**src/rtl/ctd_cfg.svh**
```systemverilog
// Constants for the camera trigger input and trigger delay block.
// Assumes a 20 MHz clock and 32-bit register words.
`ifndef CTD_CFG_SVH
`define CTD_CFG_SVH

// Register byte addresses
`define CTD_CAP_ADDR      32'hf0f00534
`define CTD_CTL_ADDR      32'hf0f00834
`define CTD_INP_ADDR      32'hf1000300
`define CTD_FINE_ADDR     32'hf1000400

// Field positions
`define CTD_PRESENCE_BIT  0
`define CTD_ABS_BIT       1
`define CTD_ONEPUSH_BIT   3
`define CTD_READOUT_BIT   4
`define CTD_ONOFF_CAP_BIT 5
`define CTD_AUTO_BIT      6
`define CTD_MANUAL_BIT    7
`define CTD_ON_BIT        6
`define CTD_POL_BIT       7
`define CTD_ROUTE_LSB     11
`define CTD_ROUTE_MSB     15
`define CTD_PIN_BIT       31
`define CTD_VAL_LSB       20
`define CTD_MIN_LSB       8
`define CTD_FINE_LSB      11

// Capability contents
`define CTD_CAP_FLAGS     8'hb3
`define CTD_MIN_VALUE     12'h000
`define CTD_MAX_VALUE     12'hfff

// Routing codes and reset values
`define CTD_ROUTE_OFF     5'h00
`define CTD_ROUTE_TRIG    5'h02
`define CTD_ROUTE_RST     5'h02
`define CTD_POL_RST       1'h0
`define CTD_VAL_RST       12'h000
`define CTD_FINE_RST      21'h000000
`define CTD_SHARED_PIN    1'h1
`define CTD_EDGE_MODE     4'h0

// Timing
`define CTD_CLK_PERIOD_NS 50
`define CTD_TICK_NS       1000
`define CTD_TICK_CYCLES   (`CTD_TICK_NS / `CTD_CLK_PERIOD_NS)
`define CTD_TIMEBASE_US   1

`endif

```
**src/rtl/ctd_pkg.sv**
```systemverilog
// Types for the camera trigger input and trigger delay block.
// Constants live in ctd_cfg.svh.
package ctd_pkg;

  typedef enum logic [0:0] {
    CTD_IDLE = 1'b0,
    CTD_WAIT = 1'b1
  } ctd_state_t;

  typedef struct packed {
    logic [31:0] addr;
    logic        wr;
    logic        rd;
    logic [31:0] wdata;
  } ctd_req_t;

endpackage

```
**src/rtl/ctd_top.sv**
```systemverilog
// Camera input pin configuration and trigger delay ahead of integration start.
// Assumes pin and trigger-mode inputs synchronous to clk; host drives reg_req.
//
// Overview of operation
// - Bit 7 of input config inverts the input pin, 1 meaning inverted.
// - Routing bits 11..15: 0x00 input off, 0x02 trigger (default), others reserved.
// - Input config bit 31 reads back the current pin level.
// - A shared-pin flag reports output and input sharing one connector pin.
// - Standard delay value in control bits 20..31, times the timebase.
// - Capability register reports presence, absolute, readout, on/off, manual; one-push and auto bits read 0.
// - Capability bits 8..19 hold minimum delay, bits 20..31 the maximum.
// - Control bit 0 reads 1 since the delay function is present.
// - Control bit 1 picks absolute-value delay instead of the value field.
// - Control bit 6 switches the standard delay on or off and reads back.
// - Fine delay register: presence bit 0, enable bit 6, microseconds in 11..31.
// - Enabled fine delay postpones integration start by programmed microseconds.
// - Fine delay acts only in external edge trigger mode 0.
// - Capture starts on trigger only when external triggering is selected.
`timescale 1ns/10ps
`include "ctd_cfg.svh"

module ctd_top
  import ctd_pkg::*;
(
  input  wire logic        clk,
  input  wire logic        rst_n,
  input  wire logic        ce,
  input  wire ctd_req_t    reg_req,
  input  wire logic        gp_in_pin,
  input  wire logic        ext_trig_en,
  input  wire logic [3:0]  trigger_mode,
  input  wire logic [21:0] abs_delay_us,
  output logic [31:0]      reg_rdata_q,
  output logic             reg_ack_q,
  output logic             shared_pin_flag_q,
  output logic             delay_busy_q,
  output logic             integration_start_q
);

  // Exact word match on a register address
  function automatic logic hit(input logic [31:0] a, input logic [31:0] off);
    hit = (a == off);
  endfunction

  logic [31:0] cap_word;
  logic        pin_q;
  logic        trig_prev_q;
  logic        pol_q;
  logic [4:0]  route_q;
  logic        abs_sel_q;
  logic        std_on_q;
  logic [11:0] std_val_q;
  logic        fine_on_q;
  logic [20:0] fine_us_q;
  ctd_state_t  state_q;
  logic [21:0] cnt_q;
  logic [4:0]  presc_q;
  logic        trig_lvl;
  logic        trig_edge;
  logic        fine_act;
  logic [21:0] std_delay;
  logic        wr_ctl;
  logic        wr_inp;
  logic        wr_fine;

  // Fixed capability word, read only
  assign cap_word = {`CTD_MAX_VALUE, `CTD_MIN_VALUE, `CTD_CAP_FLAGS};

  assign wr_ctl  = reg_req.wr && hit(reg_req.addr, `CTD_CTL_ADDR);
  assign wr_inp  = reg_req.wr && hit(reg_req.addr, `CTD_INP_ADDR);
  assign wr_fine = reg_req.wr && hit(reg_req.addr, `CTD_FINE_ADDR);

  // Polarity applied before routing; reserved codes behave as off
  assign trig_lvl  = (route_q == `CTD_ROUTE_TRIG) && (pin_q ^ pol_q);
  assign trig_edge = trig_lvl && !trig_prev_q;
  assign fine_act  = fine_on_q && (trigger_mode == `CTD_EDGE_MODE);
  // Absolute source overrides the value field entirely
  assign std_delay = abs_sel_q ? abs_delay_us :
                     22'(std_val_q) * 22'(`CTD_TIMEBASE_US);

  // Pin sampling and edge history
  always_ff @(posedge clk) begin
    if (!rst_n) begin
      pin_q       <= 1'b0;
      trig_prev_q <= 1'b0;
    end else if (ce) begin
      pin_q       <= gp_in_pin;
      trig_prev_q <= trig_lvl;
    end
  end

  // Input configuration register
  always_ff @(posedge clk) begin
    if (!rst_n) begin
      pol_q   <= `CTD_POL_RST;
      route_q <= `CTD_ROUTE_RST;
    end else if (ce && wr_inp) begin
      pol_q   <= reg_req.wdata[`CTD_POL_BIT];
      route_q <= reg_req.wdata[`CTD_ROUTE_MSB:`CTD_ROUTE_LSB];
    end
  end

  // Standard delay control register
  always_ff @(posedge clk) begin
    if (!rst_n) begin
      abs_sel_q <= 1'b0;
      std_on_q  <= 1'b0;
      std_val_q <= `CTD_VAL_RST;
    end else if (ce && wr_ctl) begin
      abs_sel_q <= reg_req.wdata[`CTD_ABS_BIT];
      std_on_q  <= reg_req.wdata[`CTD_ON_BIT];
      std_val_q <= reg_req.wdata[31:`CTD_VAL_LSB];
    end
  end

  // Fine delay register
  always_ff @(posedge clk) begin
    if (!rst_n) begin
      fine_on_q <= 1'b0;
      fine_us_q <= `CTD_FINE_RST;
    end else if (ce && wr_fine) begin
      fine_on_q <= reg_req.wdata[`CTD_ON_BIT];
      fine_us_q <= reg_req.wdata[31:`CTD_FINE_LSB];
    end
  end

  // Read port: one-cycle answer, unmapped addresses read zero
  always_ff @(posedge clk) begin
    if (!rst_n) begin
      reg_rdata_q <= 32'h00000000;
      reg_ack_q   <= 1'b0;
    end else if (ce) begin
      reg_ack_q   <= reg_req.rd || reg_req.wr;
      reg_rdata_q <= 32'h00000000;
      if (reg_req.rd) begin
        if (hit(reg_req.addr, `CTD_CAP_ADDR)) begin
          reg_rdata_q <= cap_word;
        end else if (hit(reg_req.addr, `CTD_CTL_ADDR)) begin
          reg_rdata_q <= {std_val_q, 13'h0000, std_on_q, 4'h0, abs_sel_q, 1'b1};
        end else if (hit(reg_req.addr, `CTD_INP_ADDR)) begin
          reg_rdata_q <= {pin_q, 15'h0000, route_q, 3'h0, pol_q, 6'h00, 1'b1};
        end else if (hit(reg_req.addr, `CTD_FINE_ADDR)) begin
          reg_rdata_q <= {fine_us_q, 4'h0, fine_on_q, 5'h00, 1'b1};
        end
      end
    end
  end

  // Shared pin report; the host keeps output and input apart
  always_ff @(posedge clk) begin
    if (!rst_n) begin
      shared_pin_flag_q <= 1'b0;
    end else if (ce) begin
      shared_pin_flag_q <= `CTD_SHARED_PIN;
    end
  end

  // Delay sequencer; a new edge restarts any delay in progress
  always_ff @(posedge clk) begin
    if (!rst_n) begin
      state_q             <= CTD_IDLE;
      cnt_q               <= 22'h000000;
      presc_q             <= 5'h00;
      integration_start_q <= 1'b0;
      delay_busy_q        <= 1'b0;
    end else if (ce) begin
      integration_start_q <= 1'b0;
      if (trig_edge && ext_trig_en) begin
        presc_q <= 5'h00;
        if (fine_act) begin
          cnt_q        <= {1'b0, fine_us_q};
          state_q      <= CTD_WAIT;
          delay_busy_q <= 1'b1;
        end else if (std_on_q) begin
          cnt_q        <= std_delay;
          state_q      <= CTD_WAIT;
          delay_busy_q <= 1'b1;
        end else begin
          integration_start_q <= 1'b1;
          state_q             <= CTD_IDLE;
          delay_busy_q        <= 1'b0;
        end
      end else begin
        case (state_q)
          CTD_IDLE: begin
            delay_busy_q <= 1'b0;
          end
          CTD_WAIT: begin
            if (!ext_trig_en) begin
              // Leaving external mode drops a pending start
              state_q      <= CTD_IDLE;
              delay_busy_q <= 1'b0;
            end else if (cnt_q == 22'h000000) begin
              integration_start_q <= 1'b1;
              state_q             <= CTD_IDLE;
              delay_busy_q        <= 1'b0;
            end else if (presc_q == 5'(`CTD_TICK_CYCLES - 1)) begin
              presc_q <= 5'h00;
              cnt_q   <= cnt_q - 22'h000001;
            end else begin
              presc_q <= presc_q + 5'h01;
            end
          end
          default: begin
            state_q <= CTD_IDLE;
          end
        endcase
      end
    end
  end

  route_gate_a: assert property (@(posedge clk) disable iff (!rst_n)
    (ce && (route_q != `CTD_ROUTE_TRIG) && (state_q == CTD_IDLE)) |=> !integration_start_q)
    else $error("integration start with input not routed to trigger");

  pin_read_a: assert property (@(posedge clk) disable iff (!rst_n)
    (ce && reg_req.rd && hit(reg_req.addr, `CTD_INP_ADDR)) |=> reg_rdata_q[31] == $past(pin_q))
    else $error("pin level readback wrong");

  cap_read_a: assert property (@(posedge clk) disable iff (!rst_n)
    (ce && reg_req.rd && hit(reg_req.addr, `CTD_CAP_ADDR)) |=> reg_rdata_q == 32'hfff000b3)
    else $error("capability word wrong");

  ctl_write_a: assert property (@(posedge clk) disable iff (!rst_n)
    (ce && wr_ctl) |=> std_val_q == $past(reg_req.wdata[31:20]))
    else $error("delay value not stored");

  on_readback_a: assert property (@(posedge clk) disable iff (!rst_n)
    (ce && reg_req.rd && hit(reg_req.addr, `CTD_CTL_ADDR)) |=>
      (reg_rdata_q[6] == $past(std_on_q)) && reg_rdata_q[0])
    else $error("on/off or presence readback wrong");

  abs_load_a: assert property (@(posedge clk) disable iff (!rst_n)
    (ce && trig_edge && ext_trig_en && !fine_act && std_on_q && abs_sel_q) |=>
      cnt_q == $past(abs_delay_us))
    else $error("absolute delay not loaded");

  fine_load_a: assert property (@(posedge clk) disable iff (!rst_n)
    (ce && trig_edge && ext_trig_en && fine_act) |=>
      (cnt_q == {1'b0, $past(fine_us_q)}) && (state_q == CTD_WAIT))
    else $error("fine delay not loaded on edge");

  mode_gate_a: assert property (@(posedge clk) disable iff (!rst_n)
    (ce && trig_edge && ext_trig_en && (trigger_mode != 4'h0) && !std_on_q) |=>
      integration_start_q)
    else $error("fine delay acted outside mode 0");

  ext_only_a: assert property (@(posedge clk) disable iff (!rst_n)
    (integration_start_q && $past(ce)) |-> $past(ext_trig_en))
    else $error("start without external triggering");

  tick_span_a: assert property (@(posedge clk) disable iff (!rst_n)
    presc_q < 5'(`CTD_TICK_CYCLES))
    else $error("microsecond prescaler overran");

endmodule

```
**config.mk**
```make
export PLATFORM = sky130hd
export DESIGN_NAME = ctd_top
export DESIGN_NICKNAME = d
export VERILOG_FILES = /design/src/rtl/ctd_pkg.sv /design/src/rtl/ctd_top.sv
export VERILOG_INCLUDE_DIRS = /design/src /design/src/rtl
export SDC_FILE = /design/constraint.sdc
export NUM_CORES = 1
export LEC_CHECK = 0
export BUFFER_PORTS_ARGS = -buffer_cell sky130_fd_sc_hd__buf_2
export CAP_MARGIN = 10
export CORE_AREA = 2 2 133 135
export DETAILED_ROUTE_END_ITERATION = 8
export DIE_AREA = 0 0 135 137
export PLACE_DENSITY = 0.5
export SLEW_MARGIN = 25
export SYNTH_ARGS = -nofsm -noshare
export SYNTH_HDL_FRONTEND = slang
export SYNTH_SLANG_ARGS = --single-unit
```
**constraint.sdc**
```tcl
create_clock -name clk -period 3.54 [get_ports clk]
set_clock_uncertainty 0.15 [all_clocks]
set_input_delay 0.708 -clock clk [delete_from_list [all_inputs] [get_ports clk]]
set_output_delay 0.708 -clock clk [all_outputs]
set_load 0.01 [all_outputs]
```
# Word level (Yosys, flattened, before mapping)
# Cells that the tools add are included.
# W data, S select, Z words.
[op_classes]
add_sub_neg = 2
multipliers = 0
div_mod_pow = 0
order_cmp = 0
n_eq_ne = 9
n_shift = 0
mux = 34
bitwise_logic = 2
n_reduce_logical = 20
[ops]
columns = ["op", "count"]
rows = [
  ["$mux W22", 8],
  ["$mux W32", 5],
  ["$eq A32 B32 Y1 const B", 4],
  ["$mux W5", 5],
  ["$logic_not A22 Y1", 1],
  ["$sub A22 B1 Y22 const B", 1],
  ["$mux W1", 15],
  ["$logic_and A1 B1 Y1", 10],
  ["$reduce_and A6 Y1", 1],
  ["$reduce_bool A2 Y1", 3],
  ["$add A5 B1 Y5 const B", 1],
  ["$eq A5 B2 Y1 const B", 1],
  ["$eq A5 B5 Y1 const B", 1],
  ["$logic_not A4 Y1", 1],
  ["$ne A4 B2 Y1 const B", 1],
  ["$reduce_and A4 Y1", 1],
  ["$ne A3 B3 Y1 const B", 1],
  ["$ne A2 B2 Y1 const B", 1],
  ["$pmux W1 S2", 1],
  ["$reduce_and A2 Y1", 1],
  ["$logic_not A1 Y1", 1],
  ["$logic_or A1 B1 Y1", 1],
  ["$not A1 Y1", 1],
  ["$xor A1 B1 Y1", 1],
]
[word_totals]
register_bits = 108
latchBits = 0
ram_bits = 0
romBits = 0
output_inout_bits = 36
memories = 0

# Depth between registers and ports, before layout
[depth]
word_depth = 6
depth_mapped = 10
mapped_depth_nobuf = 8

# Worst setup path after synthesis
# Ideal clock, no wire load.
[synth_timing]
path_kind = "in2reg"
start = "input reg_req[47] (netlist name)"
end = "register abs_sel_q"
arrival_time_ns = 2.719
required_ns = 3.262
path_slack_ns = 0.544
cell_stages = 6
n_path_buf = 1
cell_sequence = "or4_1 -> nor4_1 -> nand4_1 -> buf_4 -> mux2i_1 -> nor2_1"
[synth_between]
elab_chain_cells = 3
[synth_lines]
columns = ["element", "line", "text"]
rows = [
  ["start, declared", "ctd_top.sv:28", "input wire ctd_req_t reg_req,"],
  ["$eq A32 B32 Y1", "ctd_top.sv:42", "hit = (a == off);"],
  ["$logic_and A1 B1 Y1", "ctd_top.sv:69", "assign wr_ctl = reg_req.wr && hit(reg_req.addr, `CTD_CTL_ADDR);"],
  ["$logic_and A1 B1 Y1", "ctd_top.sv:109", "end else if (ce && wr_ctl) begin"],
  ["end signal, assigned", "ctd_top.sv:110", "abs_sel_q <= reg_req.wdata[`CTD_ABS_BIT];"],
  ["end, declared", "ctd_top.sv:50", "logic abs_sel_q;"],
]
# Every way passes these cells.
# A chain may end at the register's enable or synchronous reset.

# Final worst setup path
[layout_timing]
start = "register cnt_q[0]"
end = "register cnt_q[0]"
[layout_between]
elab_chain_cells = 6
elab_cells_between_ends = 9
classes_between = "1 x add/sub; 1 x eq/ne; 5 x mux; 2 x reduce/logical"
[layout_lines]
columns = ["element", "line", "text"]
rows = [
  ["start, declared", "ctd_top.sv:56", "logic [21:0] cnt_q;"],
  ["start signal, assigned", "ctd_top.sv:171", "cnt_q <= {1'b0, fine_us_q};"],
  ["start signal, assigned", "ctd_top.sv:175", "cnt_q <= std_delay;"],
  ["start signal, assigned", "ctd_top.sv:199", "cnt_q <= cnt_q - 22'h000001;"],
  ["$sub A22 B1 Y22", "ctd_top.sv:199", ""],
  ["$mux W22", "ctd_top.sv:197", "end else if (presc_q == 5'(`CTD_TICK_CYCLES - 1)) begin"],
  ["$mux W22", "ctd_top.sv:193", "end else if (cnt_q == 22'h000000) begin"],
  ["$mux W22", "ctd_top.sv:189", "if (!ext_trig_en) begin"],
  ["$mux W22", "ctd_top.sv:184", "case (state_q)"],
  ["$mux W22", "ctd_top.sv:168", "if (trig_edge && ext_trig_en) begin"],
]
# Several ways; a longest one is shown, not always the timed one. The select of a mux whose other input is x is not followed.

==> out/qor.csv <==
metric,value,unit
outcome,"finished, final reports clean",
final count of hold timing violations,0,
total wirelength of the detailed-routed design,16300,um
final weighted congestion of routability-driven global placement,0.822,
total via count after detailed routing,5134,
level count of the clock H-tree,3,
slew of the pin with the lowest slew margin,744,ps
worst slew margin relative to its limit,50.3,%
Post-Synth Simple-Gate Area,23.7,%
final setup vio count,0,
Post-Synthesis Cell Area,0.00516,mm^2
unrepaired setup endpoints after global routing,false,
Initial Util,30.3,%
Fin Hold WS,309,ps
post-placement cell count,965,
global-route wire length before repair,25700,um
startpoint type of the worst setup path,register,
met2 GRT Util,30.7,%
antenna fix cells,0,
first drt pass iteration count,5,
number of slew-limit violations in the final report,0,
"flops & latches, synth",102,
Max Root-Sink Buffers,2,
post-synthesis compound-gate area fraction,23.8,%
share of flip-flops with an asynchronous set or reset after synthesis,0,%
post-DR vias/cell,5.23,
top_reg_cell synth,sky130_fd_sc_hd__dfxtp_1,
synthesized instance count,652,
global routing usage summed across all routing layers,17.7,%
xor/xnor share of the synthesized area,0.678,%
number of nets with antenna violations after detailed routing,0,
vias in the first global route,4955,
DR iter-0 viols,382,
GRT busiest layer,met2,
Leak,2.54,nW
total power divided by cell area,358,mW/mm^2
placement-stage cell area,0.00596,mm^2
count of input and output buffers,119,
final design instance area without fill,0.00623,mm^2
sequential share of the synthesized area,39.5,%
mux share of post-synthesis cell area,6.40,%
kind of capture point of the worst setup path,register,
buffer count from post-CTS setup fixing,0,
number of sinks on the clock net,102,
number of antenna violations at the first check in global routing,0,
GR Layer Usage met3,2.63,%
number of buffers inserted during clock tree synthesis,9,
global routing met1 resource utilization,22.7,%
number of enable-type register cells in the synthesized netlist,0,
number of maximum-capacitance violations,0,
Hold WC Path Type,reg -> reg,
Peak Freq,0.315,GHz
mean area per synthesized cell,7.92,um^2
pin count of the biggest net entering global routing,41,
Netlist cell types,58,
Core ar.,0.0171,mm^2
die area,0.0185,mm^2
Tcrit/Tclk final,89.5,%
Synth warnings,0,
post-cts repair resize count,0,
non-filler instance count after layout,981,
post-layout utilization of the core,36.6,%
dominant combinational cell family by area after synthesis,compound AO/OA/AOI/OAI gates,
fin nets,850,
DRC viols,0,
highest fanout seen on the critical path,24,
required time of the critical path,3630,ps
min Tclk post-route,3170,ps
wire length per cell after detailed routing,16.6,um
worst skew pair latency,350,ps
synth-to-layout area growth,20.7,%
CTS Root Buffer Type,sky130_fd_sc_hd__clkbuf_16,
number of standard-cell rows in the floorplan,48,
share of layout cells above drive strength 1,22.4,%
post-synthesis adder-cell area fraction,0.485,%
die width,135,um
signal arrival time at the worst endpoint,3260,ps
half-perimeter wire length of the detailed placement result,12000,um
hold_buf cts,0,
clock transition at the register clock pins on the worst setup and hold paths after CTS,70,ps
sum of overflow across all layers after global routing,0,
Worst IR Drop VDD,0.201,mV
I/O pin count,133,
TritonCTS clock tree,built,
TNS Setup,0,ps
type of the worst setup path,reg -> reg,
vertical die dimension,137,um
-- layout make-up --
class,count,area [um^2]
Fill cell,1764,10800
Multi-Input combinational cell,496,2870
Sequential cell,102,2040
Timing Repair Buffer,137,743
Tap cell,225,282
Clock buffer,11,243
Clock inverter,5,35.0
Inverter,5,18.8
-- per-layer routing --
metal  up-vias  part of all wire, %  routed length, um
met5         -                    0                  0
met3        15                  3.8                619
met1      2429                   46               7510
met2       160                   49               7990
met4         0                  1.2                192
li1       2530                    -                  -
-- per-stage QoR --
| step | total power, mW | setup slack [ps] |
|---|---|---|
| final | 2.23 | 370 |
| after global routing | 2.32 | 234 |
| after global placement | 1.31 | 374 |
| after detailed placement | 1.31 | 360 |
| after floorplan | 1.24 | 544 |
| after CTS | 2.26 | 375 |
-- where the power goes --
| part | leakage [nW] | switching, mW | internal, mW |
|---|---|---|---|
| registers | 0.822 | 0.00193 | 1.15 |
| logic | 1.59 | 0.0796 | 0.0546 |
| clock network | 0.124 | 0.453 | 0.496 |
-- state kept, by name (all words and copies together) (netlist names), 5 cells and up --
| signal | cells |
|---|---|
| presc_q | 5 |
| reg_rdata_q | 26 |
| std_val_q | 12 |
| cnt_q | 22 |
| fine_us_q | 21 |
| route_q | 5 |
-- final timing paths --
| kind | from | endpoint | slack, ps | depth (start not counted) |
|---|---|---|---|---|
| max | cnt_q[0] | cnt_q[0] | 370 | 8 |
| min | reg_rdata_q[20] | reg_rdata_q[20] | 310 | 2 |
| max reg2reg | cnt_q[0] | cnt_q[0] | 370 | 8 |
| min reg2reg | reg_rdata_q[20] | reg_rdata_q[20] | 310 | 2 |
-- worst max-delay path, stage by stage (launching register included) --
cell and delay, ps:
sky130_fd_sc_hd__dfxtp_1 340, sky130_fd_sc_hd__inv_1 70, sky130_fd_sc_hd__ha_1 200, sky130_fd_sc_hd__or4b_4 520, sky130_fd_sc_hd__or4_1 750, sky130_fd_sc_hd__nor4_4 310
sky130_fd_sc_hd__o31a_4 370, sky130_fd_sc_hd__a21oi_1 70, sky130_fd_sc_hd__o221a_2 270
-- cell families after synthesis --
kind of cell,count (synthesis)
other cells,1
xor+xnor,4
flops,102
fa+ha+maj,2
simple gates,255
compound gates,197
mux,33
buf+inv,58
-- Yosys cell counts (5+ instances only) --
library cell | instances | area [um^2]
sky130_fd_sc_hd__a211oi_1 | 9 | 67.6
sky130_fd_sc_hd__or3_1 | 7 | 43.8
sky130_fd_sc_hd__nor4_1 | 8 | 50.1
sky130_fd_sc_hd__nand4_1 | 7 | 43.8
sky130_fd_sc_hd__a22oi_1 | 17 | 128
sky130_fd_sc_hd__a21oi_1 | 72 | 360
sky130_fd_sc_hd__o21ai_0 | 39 | 195
sky130_fd_sc_hd__o21ai_1 | 9 | 45.0
sky130_fd_sc_hd__buf_1 | 7 | 26.3
sky130_fd_sc_hd__dfxtp_1 | 102 | 2040
sky130_fd_sc_hd__a21o_1 | 13 | 97.6
sky130_fd_sc_hd__o211ai_1 | 8 | 60.1
sky130_fd_sc_hd__nand3_1 | 24 | 120
sky130_fd_sc_hd__a2bb2oi_1 | 5 | 43.8
sky130_fd_sc_hd__buf_4 | 9 | 67.6
sky130_fd_sc_hd__or4_1 | 5 | 37.5
sky130_fd_sc_hd__nand2_1 | 94 | 353
sky130_fd_sc_hd__clkbuf_1 | 31 | 116
sky130_fd_sc_hd__nor3_1 | 12 | 60.1
sky130_fd_sc_hd__nor2_1 | 66 | 248
sky130_fd_sc_hd__nand2b_1 | 6 | 37.5
sky130_fd_sc_hd__mux2i_1 | 33 | 330
-- cell usage in the layout (no fill, tap or decap), types with 3 or more instances in the layout --
master / instances
sky130_fd_sc_hd__nand2b_1: 6
sky130_fd_sc_hd__clkinvlp_4: 4
sky130_fd_sc_hd__o31ai_1: 4
sky130_fd_sc_hd__nor4_1: 7
sky130_fd_sc_hd__dfxtp_1: 102
sky130_fd_sc_hd__or3_1: 7
sky130_fd_sc_hd__nand2_1: 94
sky130_fd_sc_hd__o21ai_1: 9
sky130_fd_sc_hd__buf_4: 17
sky130_fd_sc_hd__o211ai_1: 8
sky130_fd_sc_hd__nor4_2: 3
sky130_fd_sc_hd__a211oi_1: 9
sky130_fd_sc_hd__nor2_1: 66
sky130_fd_sc_hd__nor2b_1: 3
sky130_fd_sc_hd__nand4_1: 7
sky130_fd_sc_hd__mux2i_1: 33
sky130_fd_sc_hd__and3_1: 4
sky130_fd_sc_hd__xor2_1: 4
sky130_fd_sc_hd__or4_1: 5
sky130_fd_sc_hd__or2_2: 3
sky130_fd_sc_hd__clkbuf_16: 9
sky130_fd_sc_hd__buf_2: 119
sky130_fd_sc_hd__conb_1: 5
sky130_fd_sc_hd__a21oi_1: 72
sky130_fd_sc_hd__nor3_1: 12
sky130_fd_sc_hd__a22oi_1: 17
sky130_fd_sc_hd__a21o_1: 13
sky130_fd_sc_hd__and2_1: 3
sky130_fd_sc_hd__nand3_1: 24
sky130_fd_sc_hd__inv_1: 3
sky130_fd_sc_hd__a2bb2oi_1: 5
sky130_fd_sc_hd__o21ai_0: 39
No activity file was read; power rests on OpenSTA's default activity.
